[src/meli_pkg.sv]
// package: constants, field layout and carriers for the module event latch
package meli_pkg;

	localparam int unsigned MELI_W        = 32;
	localparam int unsigned MELI_BIT_TEMP = 14;
	localparam int unsigned MELI_BIT_SUPP = 13;
	localparam int unsigned MELI_BIT_SAFE = 10;
	localparam int unsigned MELI_BIT_INP  = 6;
	localparam int unsigned MELI_BIT_SERV = 4;

	// implemented event positions; everything else is reserved
	localparam logic [31:0] MELI_IMPL_MASK  = 32'h0000_6450;
	// positions that take part in blocking
	localparam logic [31:0] MELI_BLOCK_MASK = 32'h0000_6410;
	localparam logic [31:0] MELI_EVT_RESET  = 32'h0000_0000;
	localparam logic [31:0] MELI_ENA_RESET  = 32'h0000_0000;

	// raw module status conditions, active high
	typedef struct packed {
		logic temp_bad;
		logic supply_bad;
		logic safety_open;
		logic hw_fail;
	} meli_cond_t;

	// host command strobes, each a one-cycle pulse
	typedef struct packed {
		logic        flags_wr;
		logic [31:0] flags_wdata;
		logic        enable_wr;
		logic [31:0] enable_wdata;
		logic        bulk_clear;
		logic        clear_status;
	} meli_cmd_t;

endpackage

[src/meli_sticky_bit.sv]
// one sticky event bit with write-one-to-clear
`timescale 1ns/1ps
`default_nettype none
module meli_sticky_bit (
	// clock and reset
	input  wire logic clk_i,
	input  wire logic reset_n_i,
	// controls
	input  wire logic set_i,
	input  wire logic clr_i,
	// state
	output logic      q_o
);
	logic q_d;

	// set wins over a simultaneous clear; reset is the only other clear path
	assign q_d = set_i | (q_o & ~clr_i);

	// state flop
	always_ff @(posedge clk_i) begin
		if (!reset_n_i) begin
			q_o <= 1'b0;
		end else begin
			q_o <= q_d;
		end
	end
endmodule
`default_nettype wire

[src/meli_top.sv]
// module event latch, enable mask, sum flag and high-voltage interlock
`timescale 1ns/1ps
`default_nettype none
module meli_top
	import meli_pkg::*;
(
	// clock and reset
	input  wire logic        clk_i,
	input  wire logic        reset_n_i,
	// status conditions
	input  wire meli_cond_t  cond_i,
	input  wire logic        no_sum_error_i,
	input  wire logic        hv_on_i,
	// set value result reports, one-cycle pulses
	input  wire logic        set_reject_i,
	input  wire logic        set_ok_i,
	// host command strobes
	input  wire meli_cmd_t   cmd_i,
	// high-voltage requests to be gated
	input  wire logic        raise_req_i,
	input  wire logic        switch_on_req_i,
	// register read values
	output logic [31:0]      event_flags_o,
	output logic [31:0]      event_enable_o,
	// status outputs
	output logic             input_error_o,
	output logic             module_good_o,
	output logic             sum_event_o,
	output logic             blocked_o,
	// gated requests, channel clear and hv kill
	output logic             raise_grant_o,
	output logic             switch_on_grant_o,
	output logic             channel_events_clear_o,
	output logic             hv_kill_o
);

	////////////////////////////////////////////////////////////////////
	// state
	logic [31:0] enable_q;
	logic [31:0] enable_d;
	logic        inp_err_q;
	logic        inp_err_d;
	logic        svc_kill_q;
	logic        lock_q;
	logic        lock_d;
	logic [31:0] flags;

	////////////////////////////////////////////////////////////////////
	// set and clear vectors for the sticky bits
	wire logic [31:0] set_vec;
	wire logic [31:0] clr_vec;
	wire logic        clr_all;

	assign clr_all = cmd_i.clear_status;

	// condition mapping to event positions
	assign set_vec = ({31'h0000_0000, cond_i.temp_bad}    << MELI_BIT_TEMP)
	               | ({31'h0000_0000, cond_i.supply_bad}  << MELI_BIT_SUPP)
	               | ({31'h0000_0000, cond_i.safety_open} << MELI_BIT_SAFE)
	               | ({31'h0000_0000, inp_err_q}          << MELI_BIT_INP)
	               | ({31'h0000_0000, cond_i.hw_fail}     << MELI_BIT_SERV);

	// write-one clear of selected bits, or clear of all on clear-status
	assign clr_vec = ((cmd_i.flags_wr ? cmd_i.flags_wdata : 32'h0000_0000)
	                 | {MELI_W{clr_all}}) & MELI_IMPL_MASK;

	////////////////////////////////////////////////////////////////////
	// sticky event bits, only at implemented positions
	genvar gi;
	generate
		for (gi = 0; gi < MELI_W; gi++) begin : g_evt
			if (MELI_IMPL_MASK[gi]) begin : g_impl
				meli_sticky_bit u_bit (
					.clk_i     (clk_i),
					.reset_n_i (reset_n_i),
					.set_i     (set_vec[gi]),
					.clr_i     (clr_vec[gi]),
					.q_o       (flags[gi])
				);
			end else begin : g_rsvd
				assign flags[gi] = 1'b0;
			end
		end
	endgenerate

	////////////////////////////////////////////////////////////////////
	// enable mask register, reserved bits held at zero
	assign enable_d = cmd_i.enable_wr ? (cmd_i.enable_wdata & MELI_IMPL_MASK)
	                                  : enable_q;

	// input error status: set on reject, cleared by next good set
	assign inp_err_d = set_reject_i ? 1'b1 : (set_ok_i ? 1'b0 : inp_err_q);

	////////////////////////////////////////////////////////////////////
	// derived status
	wire logic [31:0] masked_evt;
	wire logic        block_now;
	wire logic        good_now;

	assign masked_evt = flags & enable_q;
	assign block_now  = |(masked_evt & MELI_BLOCK_MASK);
	assign good_now   = no_sum_error_i & ~flags[MELI_BIT_TEMP]
	                  & ~flags[MELI_BIT_SUPP] & ~flags[MELI_BIT_SAFE];

	// switch-on lock arms once hv is off while blocked, drops when unblocked
	assign lock_d = block_now & (lock_q | ~hv_on_i);

	////////////////////////////////////////////////////////////////////
	// control registers
	always_ff @(posedge clk_i) begin
		if (!reset_n_i) begin
			enable_q   <= MELI_ENA_RESET;
			inp_err_q  <= 1'b0;
			lock_q     <= 1'b0;
			svc_kill_q <= 1'b0;
		end else begin
			enable_q   <= enable_d;
			inp_err_q  <= inp_err_d;
			lock_q     <= lock_d;
			svc_kill_q <= svc_kill_q | cond_i.hw_fail;
		end
	end

	////////////////////////////////////////////////////////////////////
	// registered outputs
	always_ff @(posedge clk_i) begin
		if (!reset_n_i) begin
			event_flags_o          <= MELI_EVT_RESET;
			event_enable_o         <= MELI_ENA_RESET;
			input_error_o          <= 1'b0;
			module_good_o          <= 1'b0;
			sum_event_o            <= 1'b0;
			blocked_o              <= 1'b0;
			raise_grant_o          <= 1'b0;
			switch_on_grant_o      <= 1'b0;
			channel_events_clear_o <= 1'b0;
			hv_kill_o              <= 1'b0;
		end else begin
			event_flags_o          <= flags;
			event_enable_o         <= enable_q;
			input_error_o          <= inp_err_q;
			module_good_o          <= good_now;
			sum_event_o            <= |masked_evt;
			blocked_o              <= block_now;
			raise_grant_o          <= raise_req_i & ~(hv_on_i & block_now)
			                        & ~svc_kill_q;
			switch_on_grant_o      <= switch_on_req_i & ~lock_d
			                        & ~svc_kill_q;
			channel_events_clear_o <= cmd_i.bulk_clear | clr_all;
			hv_kill_o              <= svc_kill_q | cond_i.hw_fail;
		end
	end

endmodule
`default_nettype wire

[config.mk]
export PLATFORM = sky130hd
export DESIGN_NAME = meli_top
export DESIGN_NICKNAME = d
export VERILOG_FILES = /design/src/meli_pkg.sv /design/src/meli_sticky_bit.sv /design/src/meli_top.sv
export SDC_FILE = /design/constraint.sdc
export NUM_CORES = 1
export LEC_CHECK = 0
export BUFFER_PORTS_ARGS = -buffer_cell sky130_fd_sc_hd__buf_2
export CAP_MARGIN = 20
export CORE_ASPECT_RATIO = 0.75
export CORE_MARGIN = 1
export CORE_UTILIZATION = 25
export DETAILED_ROUTE_END_ITERATION = 10
export HOLD_SLACK_MARGIN = 0.03
export PLACE_DENSITY = 0.59
export SYNTH_ARGS = -nofsm -noshare
export SYNTH_HDL_FRONTEND = slang
export SYNTH_SLANG_ARGS = --single-unit
[constraint.sdc]
create_clock -name clk_i -period 1.7 [get_ports clk_i]
set_input_delay 0.255 -clock clk_i [delete_from_list [all_inputs] [get_ports clk_i]]
set_output_delay 0.255 -clock clk_i [all_outputs]
set_load 0.02 [all_outputs]
-- Word level (Yosys, flattened, before mapping)
Cells that the tools add are included.
- reduce and logical (&&, ||, !) cells: 3
- bitwise operators: 40
- mux-type cells: 3
- operator list (kind ; count):
    $reduce_or 32->1 ; 1
    $and 15x15->15 ; 1
    $mux 15 ; 1
    $or 15x11->15 ; 1
    $or 15x14->15 ; 1
    $or 15x15->15 ; 1
    $or 15x5->15 ; 1
    $or 15x7->15 ; 1
    $and 1x1->1 ; 14
    $not 1->1 ; 12
    $or 1x1->1 ; 8
    $reduce_or 4->1 ; 1
    $mux 1 ; 2
    $reduce_bool 2->1 ; 1
- logic and storage cells: 65
- output and inout port bits: 72
- flip-flop bits (word level): 57
- bits of input ports: 80

-- Logic depth before layout (Yosys ltp)
- word-level depth: 6
- depth in mapped cells: 4
- depth with buffers taken out: 3

-- Modules after synthesis
A second synthesis with hierarchy kept.
- cells, all modules: 147
- area total of the unflattened synthesis: 1448.9 um^2
- by module, submodules not included (module ; sequential area each (um^2) ; area each (um^2) ; times used ; cells each):
    meli_top ; 500.5 ; 1242.4 ; 1 ; 132
    meli_sticky_bit ; 20.0 ; 41.3 ; 5 ; 3

-- Worst setup path before layout
No wires, ideal clock.
- path type: register -> register
- start: reg g_evt[13].g_impl.u_bit.q_o
- end: reg lock_q
- setup time: 0.116 ns
- stages on the path, launching flop included: 4
- data required time: 1.584 ns
- setup slack: 0.811 ns
- clock period less this slack: 0.889 ns
- arrival: 0.773 ns
- path buffers: 0
- cells stage by stage: dfxtp_1 -> a22oi_2 -> nand2_2 -> and3_1
- word-level cells in the longest chain between the ends: 3
- RTL lines (what ; RTL line ; source):
    start: declaration ; meli_sticky_bit.sv:12 ; output logic q_o
    start signal: assignment ; meli_sticky_bit.sv:24 ; q_o <= q_d;
    $and 15x15->15 ; meli_top.sv:100 ; assign masked_evt = flags & enable_q;
    $reduce_or 4->1 ; meli_top.sv:101 ; assign block_now = |(masked_evt & MELI_BLOCK_MASK);
    $and 1x1->1 ; meli_top.sv:106 ; assign lock_d = block_now & (lock_q | ~hv_on_i);
    end signal: assignment ; meli_top.sv:119 ; lock_q <= lock_d;
    end: declaration ; meli_top.sv:44 ; logic lock_q;
Every way passes these cells.
A chain may end at the register's enable or synchronous reset.

-- Worst setup path in the final report
- start: reg hv_kill_o
- end: out hv_kill_o
- RTL lines (what ; RTL line ; source):
    start: declaration ; meli_top.sv:34 ; output logic hv_kill_o
    start signal: assignment ; meli_top.sv:150 ; hv_kill_o <= svc_kill_q | cond_i.hw_fail;
No word-level cell between the ends.

==> metrics.txt <==
crit path DAT=0.82 ns; f_max=929 MHz; Antenna Nets Post-Route=0; hold wc startpoint=hv_on_i; MaxCap Viol Count=0; total CTS buffers=5; reg2reg end=lock_q; Main synth FF type=dfxtp_1; wire length of the first global-routing pass=3.58 mm; fill cell count=539; CP Class=reg -> out; crit-path max cell delay=0.36 ns; CTS tree=done; Final Cell Area=1560 um2; post-CTS sizing=0; initial antenna violation count=0; IO Pins=152; vias in the first global route=803; post-DP HPWL=1.82 mm; Required @ worst endpoint=1.44 ns; Die Y=66.1 um; CP delay by family, top=flip-flops; area leader, netlist=dfxtp_1; Min-Delay Path Class=in -> reg; largest net degree at the start of global routing=18; initial core utilization=0.269; RSZ-0062 raised after global routing=no; Antenna Cells=0; drt pass-1 iters=4; Max Clock Skew=0.00364 ns; share of cells above drive strength 1=0.289; fin nets=276; final count of pins violating max slew=0; Via density=3.29; Max clock buf depth=2; DR vias=886; Final Hold Fails=0; Register-to-Register Setup Slack=0.72 ns; Synth area leaders=dfxtp_1 44%, buf_4 30%, nor2_1 4.7%; hold path cells=2; Initial DRC Count=47; FFs w/ async S/R, synth=0; TritonCTS Sinks=30; die width=87.5 um; routed length per instance=8.63 um; worst skew pair latency=0.27 ns; Mean Syn Cell Area=9.14 um2; leakage power=0.000839 uW; Total GRT Usage=0.0850; period utilization=0.633; placed insts=261; overall power=1660 uW; Min-Delay Endpoint=raise_grant_o; Multi-input gate area=520 um2; number of flops mapped to enable cells by yosys=0; Reg area=601 um2; FF-to-FF path depth=3; Synth cell types=21; H-tree Lvls=2; #FFs+latches synth=30; Post-Synthesis Cells=150; die area=5790 um2; CP max stage cell=dfxtp_1; CP endpoint kind=primary output; row count=22; GPL Wtd Cong=0.665; Area growth, synth to finish=13.7%; worst path bufs/invs=1; setup TNS=0 ns; Fin Hold WS=0.165 ns; final std cells w/o fill=269; hold_buf cts=0; root buffer cell=clkbuf_8; DRC Markers=0; Worst-path clk slew=0.06 ns; placed cell areas=1450 um2; cells along the critical path=buf_2; core area=5090 um2; Critical R2R Launch=g_evt[10].g_impl.u_bit.q_o; routed wire length=2.32 mm; critical-path maximum fanout=3; Setup violations, final=0; fin crit period=1.08 ns; Buffers on Ports=43; startpoint class of the critical path=flop; sequential area share after synthesis=0.438; Pwr Density=1070 nW/um2; Synth Cell Area=1370 um2; Ys Warns=0; Yosys top cell area share=0.438; maximum vdd drop=0.242 mV; postcts setup bufs=0; status=complete, no violations; grt total ovfl=0
worst reg2reg max path, cell delays in order (launching register included):
cell and delay [ns]:
dfxtp_1 0.36, a22oi_2 0.25, nand2_2 0.09, and3_1 0.17
Yosys cell counts, types with 2 or more instances:
master	number
buf_4	54
nor2_1	17
dfxtp_1	30
nand2_1	9
inv_1	5
a22oi_2	2
buf_2	2
a21oi_1	4
and2_1	7
mux2i_1	5
a31oi_1	5
sequential cells by signal, indices dropped and copies added, names as in the netlist:
register and cells:
g_evt.g_impl.u_bit.q_o 5, hv_kill_o 1, sum_event_o 1, inp_err_q 1
module_good_o 1, channel_events_clear_o 1, lock_q 1, enable_q 5
raise_grant_o 1, switch_on_grant_o 1, blocked_o 1, event_flags_o 5
input_error_o 1, event_enable_o 5
cell families after synthesis:
logic type	synth area share
buffers and inverters	0.328
multiplexers	0.0365
other	0.00273
AO/OA/AOI/OAI	0.0620
AND/OR/NAND/NOR	0.133
flip-flops	0.438
report_power, final:
group | switching, uW | total (uW) | leakage [uW] | internal (uW)
Clock | 247 | 655 | 0.0000575 | 408
Sequential | 19.9 | 761 | 0.000247 | 741
Combinational | 185 | 248 | 0.000534 | 62.9
cell usage in the layout (no fill, tap or decap), types with 2 or more instances in the layout:
master and instances:
and2_1 7, dfxtp_1 30, a21oi_1 4, conb_1 54, inv_1 5, nor2_1 17
buf_2 43, mux2i_1 5, nand2_1 9, a22oi_2 2, a31oi_1 5, clkbuf_8 8
layout make-up:
type	count	share of cell area
sequential	30	0.385
tap	72	0.0578
multi-input combinational	110	0.334
timing repair buffer	43	0.138
inverter	6	0.0144
clock buffer	8	0.0706
layer usage:
| metal | vias up | global-route usage | share of wire |
|---|---|---|---|
| li1 | 454 | - | - |
| met1 | 373 | 0.0836 | 0.38 |
| met2 | 55 | 0.145 | 0.48 |
| met3 | 4 | 0.0474 | 0.13 |
| met4 | 0 | 0.0430 | 0.013 |
| met5 | - | 0 | 0 |
through the flow:
stage                     worst slack [ns]  utilization
after CTS                            0.612        0.306
after floorplan                      0.811            -
after global routing                 0.579        0.306
final                                0.624        0.306
after global placement               0.725        0.285
after detailed placement             0.729        0.285
worst max-delay path by stage:
| stage | from | to | slack (ns) | cells after the start |
|---|---|---|---|---|
| after floorplan | g_evt[13].g_impl.u_bit.q_o | lock_q | 0.81 | 3 |
| final | hv_kill_o | hv_kill_o | 0.62 | 1 |
| after global routing | hv_kill_o | hv_kill_o | 0.58 | 1 |
| after detailed placement | g_evt[13].g_impl.u_bit.q_o | lock_q | 0.73 | 3 |
| after global placement | g_evt[13].g_impl.u_bit.q_o | lock_q | 0.73 | 3 |
| after CTS | hv_kill_o | hv_kill_o | 0.61 | 1 |
Power figures use the tool's default switching activity.
